<file path="src/pmc_pkg.sv">
// constants of the power management capability register bank
// assumes an apb slave with 32-bit data and a 12-bit byte address
//
// How it works
// - capability identifier byte at index dc reads fixed 01h.
// - next-item link reads e4h in compact mode, otherwise 00h.
// - wake-event support field, capability word bits 15..11, reads zero.
// - capability bit 10 reads inverse of first mode strap (d2 support).
// - capability bit 9 reads inverse of first mode strap (d1 support).
// - capability word bits 8..6 read zero.
// - capability word bits 5, 4 and 3 read zero.
// - revision bits 2..0 read 001 with first strap high, 010 low.
// - power states supported only while second mode strap is low.
// - writable two-bit power state at control word bits 1..0.
// - d3hot to d0 raises internal reset; control word keeps its value.
// - wake status bit 15 and wake enable bit 8 read zero.
// - data scale bits 14..13 and data select 12..9 read zero.
// - control word bits 7..2 read zero.
// - bridge byte bit 7 mirrors the bus clock control strap.
// - bridge byte bit 6 mirrors strap; when set, secondary clocks stop in d3hot.
// - secondary clocks are derived from the primary clock.
// - bridge byte bits 5..0 read zero.
// - data byte at index e3 reads 00h.

package pmc_pkg;

	// ----------------------------------------------------------------
	// register indices, byte address is four times the index
	// ----------------------------------------------------------------
	localparam logic [9:0] PMC_IDX_TAG = 10'h0dc;
	localparam logic [9:0] PMC_IDX_LINK = 10'h0dd;
	localparam logic [9:0] PMC_IDX_FEATURE = 10'h0de;
	localparam logic [9:0] PMC_IDX_CONTROL = 10'h0e0;
	localparam logic [9:0] PMC_IDX_POLICY = 10'h0e2;
	localparam logic [9:0] PMC_IDX_REPORT = 10'h0e3;

	// ----------------------------------------------------------------
	// fixed values and field positions
	// ----------------------------------------------------------------
	localparam logic [7:0] PMC_TAG_VALUE = 8'h01;
	localparam logic [7:0] PMC_LINK_COMPACT = 8'he4;
	localparam logic [7:0] PMC_LINK_OTHER = 8'h00;
	localparam logic [7:0] PMC_REPORT_VALUE = 8'h00;
	localparam logic [2:0] PMC_REV_STRAP_HIGH = 3'h1;
	localparam logic [2:0] PMC_REV_STRAP_LOW = 3'h2;
	localparam int PMC_FEAT_D2_BIT = 10;
	localparam int PMC_FEAT_D1_BIT = 9;
	localparam int PMC_POL_ENABLE_BIT = 7;
	localparam int PMC_POL_STOP_BIT = 6;

	// ----------------------------------------------------------------
	// reset values
	// ----------------------------------------------------------------
	localparam logic [1:0] PMC_STATE_RESET = 2'h0;

	typedef enum logic [1:0] {
		PMC_D0 = 2'h0,
		PMC_D1 = 2'h1,
		PMC_D2 = 2'h2,
		PMC_D3HOT = 2'h3
	} pmc_state_e;

endpackage : pmc_pkg

</file>
<file path="src/pmc_regs.sv">
// power management capability register bank of a bus bridge, apb slave
// assumes strap and mode pins are asynchronous; secondary clocks are gated
// downstream from pclk by sec_clk_run

module pmc_regs
	import pmc_pkg::*;
(
	input wire logic pclk,
	input wire logic presetn,
	input wire logic psel,
	input wire logic penable,
	input wire logic pwrite,
	input wire logic [11:0] paddr,
	input wire logic [31:0] pwdata,
	input wire logic [3:0] pstrb,
	output logic pready,
	output logic [31:0] prdata,
	output logic pslverr,
	input wire logic first_mode_strap,
	input wire logic second_mode_strap,
	input wire logic bus_clock_control_strap,
	input wire logic compact_mode,
	output logic [1:0] power_state,
	output logic internal_reset,
	output logic sec_clk_run
);

	// ----------------------------------------------------------------
	// pin synchronisers
	// ----------------------------------------------------------------
	logic [3:0] pin_meta_r;
	logic [3:0] pin_sync_r;
	logic ms0_s;
	logic ms1_s;
	logic bcc_s;
	logic cpci_s;

	always_ff @(posedge pclk or negedge presetn) begin
		if (!presetn) begin
			pin_meta_r <= 4'h0;
			pin_sync_r <= 4'h0;
		end else begin
			pin_meta_r <= {compact_mode, bus_clock_control_strap, second_mode_strap,
				first_mode_strap};
			pin_sync_r <= pin_meta_r;
		end
	end

	assign ms0_s = pin_sync_r[0];
	assign ms1_s = pin_sync_r[1];
	assign bcc_s = pin_sync_r[2];
	assign cpci_s = pin_sync_r[3];

	// ----------------------------------------------------------------
	// read values
	// ----------------------------------------------------------------
	logic [7:0] link_val;
	logic [15:0] feature_val;
	logic [15:0] control_val;
	logic [7:0] policy_val;
	logic [1:0] state_r;

	always_comb begin
		link_val = cpci_s ? PMC_LINK_COMPACT : PMC_LINK_OTHER;
		feature_val = 16'h0000;
		feature_val[PMC_FEAT_D2_BIT] = ~ms0_s;
		feature_val[PMC_FEAT_D1_BIT] = ~ms0_s;
		feature_val[2:0] = ms0_s ? PMC_REV_STRAP_HIGH : PMC_REV_STRAP_LOW;
		control_val = {14'h0000, state_r};
		policy_val = 8'h00;
		policy_val[PMC_POL_ENABLE_BIT] = bcc_s;
		policy_val[PMC_POL_STOP_BIT] = bcc_s;
	end

	// ----------------------------------------------------------------
	// apb slave: answers in the first access cycle
	// ----------------------------------------------------------------
	logic setup;
	logic access;
	logic hit_ctl;
	logic ready_r;
	logic ready_nxt;
	logic [31:0] rdata_r;
	logic [31:0] rdata_nxt;
	logic err_r;
	logic err_nxt;

	assign setup = psel && !penable;
	assign access = psel && penable && ready_r;
	assign hit_ctl = paddr[11:2] == PMC_IDX_CONTROL && paddr[1:0] == 2'h0;

	always_comb begin
		ready_nxt = setup;
		rdata_nxt = 32'h0000_0000;
		err_nxt = 1'b0;
		if (setup && paddr[1:0] == 2'h0) begin
			unique case (paddr[11:2])
				PMC_IDX_TAG: rdata_nxt = {24'h000000, PMC_TAG_VALUE};
				PMC_IDX_LINK: rdata_nxt = {24'h000000, link_val};
				PMC_IDX_FEATURE: rdata_nxt = {16'h0000, feature_val};
				PMC_IDX_CONTROL: rdata_nxt = {16'h0000, control_val};
				PMC_IDX_POLICY: rdata_nxt = {24'h000000, policy_val};
				PMC_IDX_REPORT: rdata_nxt = {24'h000000, PMC_REPORT_VALUE};
				default: err_nxt = 1'b1;
			endcase
		end else if (setup) begin
			err_nxt = 1'b1;
		end
		if (pwrite) begin
			rdata_nxt = 32'h0000_0000;
		end
	end

	always_ff @(posedge pclk or negedge presetn) begin
		if (!presetn) begin
			ready_r <= 1'b0;
			rdata_r <= 32'h0000_0000;
			err_r <= 1'b0;
		end else begin
			ready_r <= ready_nxt;
			rdata_r <= rdata_nxt;
			err_r <= err_nxt;
		end
	end

	assign pready = ready_r;
	assign prdata = rdata_r;
	assign pslverr = err_r;

	// ----------------------------------------------------------------
	// power state, internal reset, secondary clock gate
	// ----------------------------------------------------------------
	logic state_we;
	logic [1:0] state_nxt;
	logic ireset_r;
	logic ireset_nxt;
	logic clk_run_r;
	logic clk_run_nxt;

	// only bits 1..0 of the control word take a write; all else ignored
	assign state_we = access && pwrite && hit_ctl && pstrb[0] && !ms1_s;

	always_comb begin
		state_nxt = state_r;
		ireset_nxt = 1'b0;
		if (state_we) begin
			state_nxt = pwdata[1:0];
			// internal reset does not touch state_r
			ireset_nxt = state_r == PMC_D3HOT && pwdata[1:0] == PMC_D0;
		end
		clk_run_nxt = !(bcc_s && state_nxt == PMC_D3HOT);
	end

	always_ff @(posedge pclk or negedge presetn) begin
		if (!presetn) begin
			state_r <= PMC_STATE_RESET;
			ireset_r <= 1'b0;
			clk_run_r <= 1'b1;
		end else begin
			state_r <= state_nxt;
			ireset_r <= ireset_nxt;
			clk_run_r <= clk_run_nxt;
		end
	end

	assign power_state = state_r;
	assign internal_reset = ireset_r;
	assign sec_clk_run = clk_run_r;

	// ----------------------------------------------------------------
	// assertions
	// ----------------------------------------------------------------
	logic rd_done;
	assign rd_done = access && !pwrite && paddr[1:0] == 2'h0;

	property p_tag_read;
		@(posedge pclk) disable iff (!presetn)
		rd_done && paddr[11:2] == PMC_IDX_TAG |-> prdata == 32'h0000_0001;
	endproperty
	a_tag_read: assert property (p_tag_read) else $error("tag byte not 01h");

	property p_link_read;
		@(posedge pclk) disable iff (!presetn)
		rd_done && paddr[11:2] == PMC_IDX_LINK |->
			prdata == ($past(cpci_s) ? 32'h0000_00e4 : 32'h0000_0000);
	endproperty
	a_link_read: assert property (p_link_read) else $error("link byte wrong");

	property p_feature_read;
		@(posedge pclk) disable iff (!presetn)
		rd_done && paddr[11:2] == PMC_IDX_FEATURE |->
			prdata == ($past(ms0_s) ? 32'h0000_0001 : 32'h0000_0602);
	endproperty
	a_feature_read: assert property (p_feature_read) else $error("feature word wrong");

	property p_control_read;
		@(posedge pclk) disable iff (!presetn)
		rd_done && hit_ctl |-> prdata == {30'h0, $past(state_r)};
	endproperty
	a_control_read: assert property (p_control_read) else $error("control word wrong");

	property p_policy_read;
		@(posedge pclk) disable iff (!presetn)
		rd_done && paddr[11:2] == PMC_IDX_POLICY |->
			prdata == ($past(bcc_s) ? 32'h0000_00c0 : 32'h0000_0000);
	endproperty
	a_policy_read: assert property (p_policy_read) else $error("bridge byte wrong");

	property p_state_write;
		@(posedge pclk) disable iff (!presetn)
		access && pwrite && hit_ctl && pstrb[0] && !ms1_s |=> state_r == $past(pwdata[1:0]);
	endproperty
	a_state_write: assert property (p_state_write) else $error("state not written");

	property p_state_locked;
		@(posedge pclk) disable iff (!presetn)
		ms1_s && $past(ms1_s) |-> $stable(state_r);
	endproperty
	a_state_locked: assert property (p_state_locked) else $error("state moved");

	property p_ireset;
		@(posedge pclk) disable iff (!presetn)
		state_r == PMC_D3HOT ##1 state_r == PMC_D0 |-> internal_reset ##1 !internal_reset;
	endproperty
	a_ireset: assert property (p_ireset) else $error("no internal reset pulse");

	property p_clk_stop;
		@(posedge pclk) disable iff (!presetn)
		state_r == PMC_D3HOT && $past(bcc_s) |-> !sec_clk_run;
	endproperty
	a_clk_stop: assert property (p_clk_stop) else $error("clocks run in d3hot");

	property p_unmapped;
		@(posedge pclk) disable iff (!presetn)
		access && paddr[1:0] != 2'h0 |-> pslverr;
	endproperty
	a_unmapped: assert property (p_unmapped) else $error("unaligned not refused");

	// ----------------------------------------------------------------
	// field assertions: fixed and strap bits of data byte, feature word, control word and bridge byte; reset, clock and write checks
	// ----------------------------------------------------------------
	logic rd_feat;
	logic rd_ctl;
	logic rd_pol;
	logic wr_any;
	assign rd_feat = rd_done && paddr[11:2] == PMC_IDX_FEATURE;
	assign rd_ctl = rd_done && hit_ctl;
	assign rd_pol = rd_done && paddr[11:2] == PMC_IDX_POLICY;
	assign wr_any = access && pwrite;

	property p_report_read;
		@(posedge pclk) disable iff (!presetn)
		rd_done && paddr[11:2] == PMC_IDX_REPORT |->
			prdata == 32'h0000_0000;
	endproperty
	a_report_read: assert property (p_report_read) else $error("data byte not 00h");

	property p_wake_support;
		@(posedge pclk) disable iff (!presetn)
		rd_feat |->
			prdata[15:11] == 5'h00;
	endproperty
	a_wake_support: assert property (p_wake_support) else $error("wake field set");

	property p_feature_d2;
		@(posedge pclk) disable iff (!presetn)
		rd_feat |->
			prdata[PMC_FEAT_D2_BIT] == !$past(ms0_s);
	endproperty
	a_feature_d2: assert property (p_feature_d2) else $error("d2 bit wrong");

	property p_feature_d1;
		@(posedge pclk) disable iff (!presetn)
		rd_feat |->
			prdata[PMC_FEAT_D1_BIT] == !$past(ms0_s);
	endproperty
	a_feature_d1: assert property (p_feature_d1) else $error("d1 bit wrong");

	property p_feature_resv;
		@(posedge pclk) disable iff (!presetn)
		rd_feat |->
			prdata[8:6] == 3'h0;
	endproperty
	a_feature_resv: assert property (p_feature_resv) else $error("feature bits 8..6 set");

	property p_feature_misc;
		@(posedge pclk) disable iff (!presetn)
		rd_feat |->
			prdata[5:3] == 3'h0;
	endproperty
	a_feature_misc: assert property (p_feature_misc) else $error("feature bits 5..3 set");

	property p_feature_rev;
		@(posedge pclk) disable iff (!presetn)
		rd_feat |->
			prdata[2:0] == ($past(ms0_s) ? PMC_REV_STRAP_HIGH : PMC_REV_STRAP_LOW);
	endproperty
	a_feature_rev: assert property (p_feature_rev) else $error("revision wrong");

	property p_ctl_wake;
		@(posedge pclk) disable iff (!presetn)
		rd_ctl |->
			prdata[15] == 1'b0 && prdata[8] == 1'b0;
	endproperty
	a_ctl_wake: assert property (p_ctl_wake) else $error("wake bits set");

	property p_ctl_data;
		@(posedge pclk) disable iff (!presetn)
		rd_ctl |->
			prdata[14:9] == 6'h00;
	endproperty
	a_ctl_data: assert property (p_ctl_data) else $error("data scale or select set");

	property p_ctl_resv;
		@(posedge pclk) disable iff (!presetn)
		rd_ctl |->
			prdata[7:2] == 6'h00;
	endproperty
	a_ctl_resv: assert property (p_ctl_resv) else $error("control bits 7..2 set");

	property p_pol_enable;
		@(posedge pclk) disable iff (!presetn)
		rd_pol |->
			prdata[PMC_POL_ENABLE_BIT] == $past(bcc_s);
	endproperty
	a_pol_enable: assert property (p_pol_enable) else $error("enable bit wrong");

	property p_pol_stop;
		@(posedge pclk) disable iff (!presetn)
		rd_pol |->
			prdata[PMC_POL_STOP_BIT] == $past(bcc_s);
	endproperty
	a_pol_stop: assert property (p_pol_stop) else $error("stop bit wrong");

	property p_pol_resv;
		@(posedge pclk) disable iff (!presetn)
		rd_pol |->
			prdata[5:0] == 6'h00;
	endproperty
	a_pol_resv: assert property (p_pol_resv) else $error("bridge bits 5..0 set");

	property p_ireset_keep;
		@(posedge pclk) disable iff (!presetn)
		internal_reset |->
			state_r == PMC_D0 ##1 $stable(state_r);
	endproperty
	a_ireset_keep: assert property (p_ireset_keep) else $error("state moved by reset");

	property p_ireset_cause;
		@(posedge pclk) disable iff (!presetn)
		internal_reset |->
			$past(state_r) == PMC_D3HOT;
	endproperty
	a_ireset_cause: assert property (p_ireset_cause) else $error("stray internal reset");

	property p_clk_run;
		@(posedge pclk) disable iff (!presetn)
		state_r != PMC_D3HOT |->
			sec_clk_run;
	endproperty
	a_clk_run: assert property (p_clk_run) else $error("clocks stopped outside d3hot");

	property p_clk_free;
		@(posedge pclk) disable iff (!presetn)
		!$past(bcc_s) |->
			sec_clk_run;
	endproperty
	a_clk_free: assert property (p_clk_free) else $error("clocks stopped with strap low");

	property p_ro_write;
		@(posedge pclk) disable iff (!presetn)
		wr_any && !hit_ctl |=>
			$stable(state_r);
	endproperty
	a_ro_write: assert property (p_ro_write) else $error("state moved by other write");

	property p_strobe_off;
		@(posedge pclk) disable iff (!presetn)
		wr_any && hit_ctl && !pstrb[0] |=>
			$stable(state_r);
	endproperty
	a_strobe_off: assert property (p_strobe_off) else $error("state moved without strobe");

endmodule : pmc_regs

</file>
<file path="config.mk">
export PLATFORM = sky130hd
export DESIGN_NAME = pmc_regs
export DESIGN_NICKNAME = d
export VERILOG_FILES = /design/src/pmc_pkg.sv /design/src/pmc_regs.sv
export SDC_FILE = /design/constraint.sdc
export NUM_CORES = 1
export LEC_CHECK = 0
export BUFFER_PORTS_ARGS = -buffer_cell sky130_fd_sc_hd__buf_2
export CAP_MARGIN = 15
export CORE_MARGIN = 2
export CORE_UTILIZATION = 38
export CTS_CLUSTER_DIAMETER = 150
export DETAILED_ROUTE_END_ITERATION = 7
export PLACE_DENSITY = 0.9
export SLEW_MARGIN = 5
export SYNTH_ARGS = -nofsm -noshare
export SYNTH_HDL_FRONTEND = slang
export SYNTH_SLANG_ARGS = --single-unit
</file>
<file path="constraint.sdc">
create_clock -name pclk -period 3.5 [get_ports pclk]
set_clock_uncertainty 0.05 [all_clocks]
set_input_delay 0.875 -clock pclk [delete_from_list [all_inputs] [get_ports pclk]]
set_output_delay 0.875 -clock pclk [all_outputs]
set_load 0.02 [all_outputs]
</file>
---- After elaboration in Yosys (flattened, before gate mapping) ----
Index checks and enable logic that the tools add are counted.
W data, S select, Z words.
word-level totals
  word-level logic and storage cells ...... 44
  output and inout port bits .............. 38
  bits in registers ....................... 46
  input bits .............................. 57
operators by class
  mux-type cells .......................... 10
  reductions and logical operators ........ 17
  bitwise operators ....................... 1
  equality and inequality tests ........... 8
operators by type and width
  cell                   number
  $mux W32               2
  $eq A10 B8 Y1 const B  6
  $pmux W11 S5           1
  $logic_and A1 B1 Y1    11
  $mux W8                1
  $reduce_or A6 Y1       1
  $eq A2 B2 Y1 const B   2
  $logic_not A2 Y1       2
  $mux W1                4
  $mux W2                2
  $logic_not A1 Y1       3
  $not A1 Y1             1

---- Logic depth before layout (Yosys ltp) ----
Gate-level depths: netlist of the first run.
  depth in word-level cells ............... 10
  depth in mapped cells ................... 5
  mapped depth without buffers ............ 4

---- Least setup slack after synthesis of the first run ----
No wires, ideal clock.
  kind .................................... input to register
  from .................................... input paddr[4]
  to ...................................... register rdata_r[7] (netlist: prdata[7])
  cell stages on the path ................. 3
  buffers on the path ..................... 0
  data arrival time ....................... 2161 ps
  library setup time ...................... 94 ps
  data required time ...................... 3356 ps
  slack ................................... 1195 ps
  path through ............................ or4b_4 -> or4_1 -> a221oi_2
on the way
  cells in the longest elaborated chain, start to end .. 4
  elaborated cells between the ends (all ways) .. 8
  those cells by class .................... 5 x eq/ne; 3 x mux
RTL lines
  item                  line             source
  start, declared       pmc_regs.sv:13   input wire logic [11:0] paddr,
  $eq A10 B8 Y1         pmc_regs.sv:97   unique case (paddr[11:2])
  $pmux W11 S5 (*)      pmc_regs.sv:97
  $mux W32 (*)          pmc_regs.sv:96   if (setup && paddr[1:0] == 2'h0) begin
  $mux W32 (*)          pmc_regs.sv:109  if (pwrite) begin
  end signal, assigned  pmc_regs.sv:121  rdata_r <= rdata_nxt;
  end, declared         pmc_regs.sv:83   logic [31:0] rdata_r;
Mark *: on every way between the ends. The rest lies on a longest branch, timed or not.

---- Worst setup path after layout of the first run ----
  from .................................... input paddr[4]
  to ...................................... register state_r[0] (netlist: power_state[0])
on the way
  cells in the longest elaborated chain, start to end .. 6
RTL lines
  item                               line             source
  $eq A10 B8 Y1                      pmc_regs.sv:90   assign hit_ctl = paddr[11:2] == PMC_IDX_CONTROL && paddr[1:0] == 2'h0;
  $logic_and A1 B1 Y1                pmc_regs.sv:90
  $logic_and A1 B1 Y1 (3 in series)  pmc_regs.sv:141  assign state_we = access && pwrite && hit_ctl && pstrb[0] && !ms1_s;
  $mux W2                            pmc_regs.sv:146  if (state_we) begin
  net state_nxt[0]                   pmc_regs.sv:134  logic [1:0] state_nxt;
  end signal, assigned               pmc_regs.sv:160  state_r <= state_nxt;
  end, declared                      pmc_regs.sv:61   logic [1:0] state_r;
The timed path passes the listed nets, and every way through them passes these cells.

==> metrics.md, run 1 <==
| Metric | Value |
|---|---|
| MaxCap Viol Count | `0` |
| HPWL after detailed placement | `1420 microns` |
| Worst Path Arrival | `2.38 ns` |
| DR pass1 iterations | `4` |
| Worst-path clk slew | `0.11 ns` |
| Syn Std Cell Area | `966 sq um` |
| CTS buffer count | `3` |
| DRT Wirelength | `around 1600 microns` |
| Largest net degree at the start of global routing | `20` |
| IO buf count | `37` |
| Fmax | `445 MHz` |
| Slowest stage delay, CP | `about 0.56 ns` |
| Gate Count Post-Synth | `87` |
| Endpoints failing hold | `0` |
| CP required | `~3.6 ns` |
| Final Total Pwr | `0.000388 W` |
| GRT Util Overall | `12.1%` |
| CTS Buffer Depth | `2` |
| Crit path max fanout | `4` |
| Final setup fails | `0` |
| Die span in y | `roughly 54 microns` |
| Via count | `692` |
| Initial Util | `between 30% and 40%` |
| Die area | `2960 sq um` |
| Deepest level of the CTS H-tree | `1` |
| CTS Hold Buffers Added | `0` |
| Area Overhead vs Synth | `13.1%` |
| Layout Nets | `180` |
| Share of layout cells above drive strength 1 | `36.9%` |
| Fin crit period | `2.25 ns` |
| CP max stage cell | `or4b_4` |
| Crit path capture type | `flip-flop` |
| WL/cell | `10.8 microns` |
| ANT cells | `0` |
| Io pins | `95` |
| Avg Cell Area, Syn | `11.1 sq um` |
| Die X | `54.4 microns` |
| Setup bufs post-CTS | `0` |
| Hold Crit Class | `reg -> reg` |
| CTS tree | `done` |
| Initial antenna violation count | `0` |
| Worst setup SP type | `primary input` |
| Core Area | `2430 sq um` |
| Post-CTS Resized | `0` |
| FP Rows | `18` |
| Total of fill cells in the finished design | `245` |
| Detailed-route DRC error count | `0` |
| Synthesized flop and latch total | `19` |
| Root Buffer | `clkbuf_4` |
| RSZ-0062 raised after global routing | `false` |
| Worst vdd ir | `between 0.2 and 0.25 mV` |
| First-pass GRT wire length | `2570 microns` |
| Vias in the first global route | `601` |
| Tcrit/Tclk final | `64.2%` |
| Fin area | `1090 sq um` |
| Seq/Total Area, Yosys | `49.4%` |
| Placed inst area | `roughly 1100 sq um` |
| CTS Sinks | `19` |
| Post-DRT Antenna Nets | `0` |
| Max-slew violations | `0` |
| Critical setup path kind | `in -> reg` |
| GRT Residual Overflow | `0` |
| YS warnings | `0` |
| Vias per cell | `between 4 and 5` |
| Clk_lat worst skew | `0.29 ns` |
| Initial DRC Count | `6` |
| GP Congestion | `0.748` |
| Cell Pwr Density | `355 nW/um^2` |
| CP Cell Sequence | `buf_2 -> or4b_4 -> nor4_2 -> nand2_1 -> mux2_1` |
| Status | `finished clean` |
| Count of different cell masters after synthesis | `30` |
| Leak | `0.563 nW` |
| Setup tns final | `0 ns` |
## final cells by class
class	instances	area (sq um)	share of cell area, %
clock inverters	1	5.00	0.458
multi-input cells	61	362	33.1
repair buffers	37	185	17.0
flip-flops and latches	19	477	43.6
well taps	30	37.5	3.44
clock buffers	3	22.5	2.06
inverters	1	3.75	0.344
## registers in the layout (all words and copies together) (netlist names)
signal,count
prdata,5
pin_meta_r,4
pin_sync_r,4
power_state,2
internal_reset,1
pready,1
pslverr,1
sec_clk_run,1
## critical path, delay by kind of cell
| family | cells | cell delay (ns) |
|---|---|---|
| buffers and inverters | 1 | 0.10 |
| multiplexers | 1 | 0.37 |
| AND/OR/NAND/NOR | 3 | 1.02 |
## synth_stat cells
cell | number | area (sq um)
a221oi_2 | 1 | 15.0
and4b_1 | 1 | 10.0
inv_1 | 1 | 3.75
or4b_4 | 1 | 13.8
nand2b_1 | 1 | 6.26
o31a_1 | 1 | 8.76
dfstp_2 | 1 | 26.3
conb_1 | 1 | 3.75
nor2_1 | 4 | 15.0
nor4_1 | 4 | 25.0
buf_4 | 27 | 203
o2bb2ai_1 | 1 | 8.76
a22oi_1 | 1 | 7.51
and4_1 | 1 | 8.76
or3_1 | 1 | 6.26
or4_1 | 1 | 7.51
nand3b_1 | 1 | 7.51
a21oi_1 | 1 | 5.00
nor4_2 | 1 | 12.5
or2_1 | 1 | 6.26
nand4b_1 | 1 | 8.76
clkbuf_1 | 2 | 7.51
a21boi_0 | 1 | 7.51
dfrtp_1 | 18 | 450
nand2_1 | 5 | 18.8
a2111o_1 | 1 | 11.3
nand3_1 | 2 | 10.0
nand4bb_1 | 1 | 11.3
mux2_1 | 3 | 33.8
nor2b_1 | 1 | 6.26
## final timing paths
check	from	to	slack [ns]	cells after the start
worst min-delay path	pin_meta_r[0]	pin_sync_r[0]	0.31	0
worst min register to register	pin_meta_r[0]	pin_sync_r[0]	0.31	0
max in group asynchronous	presetn	sec_clk_run	2.64	1
worst max register to register	pin_sync_r[1]	power_state[0]	2.04	4
worst max-delay path	paddr[4]	power_state[0]	1.25	5
min in group asynchronous	presetn	pin_meta_r[1]	0.44	1
## cells by family after synthesis
family,after synthesis,synth area share (%)
buffers and inverters,30,22.1
and+or+nand+nor,27,18.0
DFF,19,49.4
AOI/OAI and AO/OA,7,6.61
muxes,3,3.50
other,1,0.388
## power breakdown
part           leakage [nW]  internal [W]  total [W]  switching (W)
combinational         0.304     0.0000139  0.0000535      0.0000395
clock                0.0177     0.0000424   0.000107      0.0000645
sequential            0.241      0.000225   0.000227     0.00000192
total                 0.563      0.000282   0.000388       0.000106
## routing by layer
layer  GRT usage, %  part of all wire (%)
met5              0                     0
met2           23.5                    54
met4           3.75                     0
met1           11.8                    34
met3           3.83                    12
## stage by stage
step                      instances  worst slack, ns  hold slack, ns  util [%]
after floorplan                 110             1.19           0.281         -
after global placement          148             1.04           0.283      43.8
after detailed placement        148            0.942           0.286      43.8
after CTS                       152             1.26           0.311      44.9
after global routing            152             1.17           0.327      44.9
final                           152             1.25           0.307      44.9
## placed cells by master, fill, tap and decap left out, drive strengths merged, types with 2 or more instances in the layout
cell,count
nor4,5
nor2,4
nand2,5
nand3,2
conb,24
buf,37
dfrtp,18
mux2,3
clkbuf,3
(Power assumes the default switching activity.)
==> run 2: changes to the inputs <==
- CORE_UTILIZATION: 38 -> 32
- PLACE_DENSITY: 0.9 -> 0.82
- clock period: 3.5 -> 1.9 ns (I/O delays scaled with it)
==> run 2 against run 1 <==
The flow now finishes with violations (DRC). Sequential power is 85% higher. Critical path depth is 1 lower. Flip-flop and latch count stayed put. Combinational power is 93% higher. Via count is 2.3% higher.
==> metrics.md, run 2 (synthesis results as in run 1) <==
| Metric | Value |
|---|---|
| Area Overhead vs Synth | `16.6% (was 13.1%)` |
| Failing checks | `DRC` |
| Combinational Power Share | `14.4% (was 13.8%)` |
| RSZ-0062 raised after global routing | `false (unchanged)` |
| Hold Crit Class | `in -> async (was reg -> reg)` |
| GRT Util Overall | `11.3% (was 12.1%)` |
| Total of fill cells in the finished design | `274 (was 245)` |
| Most common cell after layout, fill and taps aside | `buf_2 (unchanged)` |
| Tcrit/Tclk final | `94.9%` |
| Min Hold Slack | `0.0504 ns (was 0.307 ns)` |
| Reg2reg path depth | `4 (unchanged)` |
| Core Area | `2810 sq um (was 2430 sq um)` |
| Slowest stage delay, CP | `0.56 ns (about the same)` |
| IO buf count | `37 (unchanged)` |
| Fmax | `555 MHz` |
| Crit path max fanout | `3 (was 4)` |
| Placed inst area | `1100 sq um (was 1060 sq um)` |
| Reg area | `477 sq um (unchanged)` |
| GRT Residual Overflow | `0 (unchanged)` |
| CTS Hold Buffers Added | `0 (unchanged)` |
| Die X | `58.9 microns (was 54.4 microns)` |
| Largest net degree at the start of global routing | `20 (unchanged)` |
| CTS tree | `done (unchanged)` |
| GP Congestion | `0.766 (was 0.748)` |
| CTS buffer count | `3 (unchanged)` |
| Multi-input logic area | `365 sq um (was 362 sq um)` |
| Detailed-route DRC error count | `6 (was 0)` |
| Deepest level of the CTS H-tree | `1 (unchanged)` |
| Die area | `3470 sq um (was 2960 sq um)` |
| Worst r2r src | `pin_sync_r[1] (unchanged)` |
| Setup bufs post-CTS | `0 (unchanged)` |
| Post-DRT Antenna Nets | `0 (unchanged)` |
| Io pins | `95 (unchanged)` |
| CTS Sinks | `19 (unchanged)` |
| Flop pwr share | `58.7% (was 58.6%)` |
| Layout Nets | `184 (was 180)` |
| Switch share | `26.5% (was 27.3%)` |
| WL/cell | `11.8 microns (was 10.8 microns)` |
| Commonest cells after routing, fill and taps aside | `37 x buf_2, 24 x conb_1, 18 x dfrtp_1 (unchanged)` |
| DRT Wirelength | `1850 microns (was 1650 microns)` |
| ANT cells | `0 (unchanged)` |
| Post-CTS Resized | `0 (unchanged)` |
| NetSw | `0.000189 W (was 0.000106 W)` |
| Fin crit period | `about 1.8 ns` |
| First-pass GRT wire length | `2930 microns (was 2570 microns)` |
| Endpoints failing hold | `0 (unchanged)` |
| Vias in the first global route | `686 (was 601)` |
| Leak | `0.580 nW (was 0.563 nW)` |
| Crit path capture type | `flip-flop (unchanged)` |
| Reg2reg setup slack | `0.46 ns (was 2.04 ns)` |
| Root Buffer | `clkbuf_4 (unchanged)` |
| Via count | `708 (was 692)` |
| CTS Buffer Depth | `2 (unchanged)` |
| FP Rows | `19 (was 18)` |
| Worst setup SP type | `primary input (unchanged)` |
| Die span in y | `58.9 microns (was 54.4 microns)` |
| Cell Pwr Density | `633 nW/um^2 (was 355 nW/um^2)` |
| CP Cell Sequence | `buf_2 -> or4b_4 -> or4_4 -> a221oi_2 (was buf_2 -> or4b_4 -> nor4_2 -> nand2_1 -> mux2_1)` |
| CP required | `2.04 ns (was 3.63 ns)` |
| Initial DRC Count | `11 (was 6)` |
| Initial antenna violation count | `0 (unchanged)` |
| HPWL after detailed placement | `1560 microns (was 1420 microns)` |
| Max-slew violations | `0 (unchanged)` |
| Critical setup path kind | `in -> reg (unchanged)` |
| Initial Util | `34.4% (was 39.7%)` |
| Worst vdd ir | `0.457 mV (was 0.239 mV)` |
| Worst Path Arrival | `1.95 ns (was 2.38 ns)` |
| Share of layout cells above drive strength 1 | `38.9% (was 36.9%)` |
| MaxCap Viol Count | `0 (unchanged)` |
| Reg2reg end | `power_state[1] (was power_state[0])` |
| Status | `complete, but fails checks (was finished clean)` |
| Setup tns final | `0 ns (unchanged)` |
| DR pass1 iterations | `6 (was 4)` |
| Int Power | `0.000524 W (was 0.000282 W)` |
| CP max stage cell | `or4b_4 (unchanged)` |
| Max reg flops | `5 (unchanged)` |
| Final setup fails | `0 (unchanged)` |
| Fin area | `1130 sq um (was 1090 sq um)` |
| Clk pwr share | `26.9% (was 27.6%)` |
| Worst-path clk slew | `0.10 ns (was 0.11 ns)` |
| Vias per cell | `4.51 (was 4.55)` |
| Clk_lat worst skew | `0.28 ns (was 0.29 ns)` |
==> run 2: changes by cell type in the layout (fill, tap and decap cells not counted) <==
cell	delta
or4_1	-1
clkinv_2	-1
buf_4	+4
or4_4	+1
clkbuf_1	+1
==> run 2: critical path: cells and delay by family <==
kind                   cells  cell delay, ns
buffers and inverters      1            0.10
AND/OR/NAND/NOR            2            1.06
AO/OA/AOI/OAI              1            0.30
==> run 2: per-stage QoR <==
step           utilization (%)  std cells  setup WS, ns  power, W
4_1_cts                   40.1        157         0.105  0.000725
3_3_place_gp              39.2        153        -0.144  0.000525
3_5_place_dp              39.2        153        -0.207  0.000529
6_report                  40.1        157        0.0976  0.000713
5_1_grt                   40.1        157        0.0882  0.000753
2_1_floorplan                -        110      0.000472  0.000524
==> run 2: cell type report <==
| class | instances | share of cell area, % |
|---|---|---|
| Sequential cell | 19 | 42.3 |
| Timing Repair Buffer | 41 | 19.1 |
| Multi-Input combinational cell | 61 | 32.4 |
| Clock buffer | 4 | 2.33 |
| Tap cell | 31 | 3.44 |
| Inverter | 1 | 0.333 |
==> run 2: power by group through the flow <==
stage | clock [W] | combinational (W) | sequential [W]
floorplan | 0 | 0.0000958 | 0.000428
global placement | 0 | 0.0000991 | 0.000426
detailed placement | 0 | 0.000103 | 0.000427
CTS | 0.000203 | 0.000103 | 0.000419
global route | 0.000219 | 0.000114 | 0.000420
finish | 0.000192 | 0.000103 | 0.000419
==> run 2: layer usage <==
metal	global-route usage (%)	up-vias	routed length, microns
met5	0	-	0
met4	4.87	0	11
met3	2.64	2	180
met2	21.4	43	1000
met1	11.7	333	657
li1	-	330	-
==> run 2: worst max path at each step <==
| stage | startpoint | to | slack (ns) | cells past startpoint |
|---|---|---|---|---|
| after floorplan | paddr[4] | prdata[7] | 0.0005 | 3 |
| after global placement | paddr[4] | prdata[7] | -0.14 | 4 |
| after CTS | paddr[4] | prdata[7] | 0.10 | 4 |
| after global routing | paddr[4] | prdata[7] | 0.09 | 4 |
| after detailed placement | paddr[4] | prdata[7] | -0.21 | 4 |
| final | paddr[4] | prdata[7] | 0.1 | 4 |
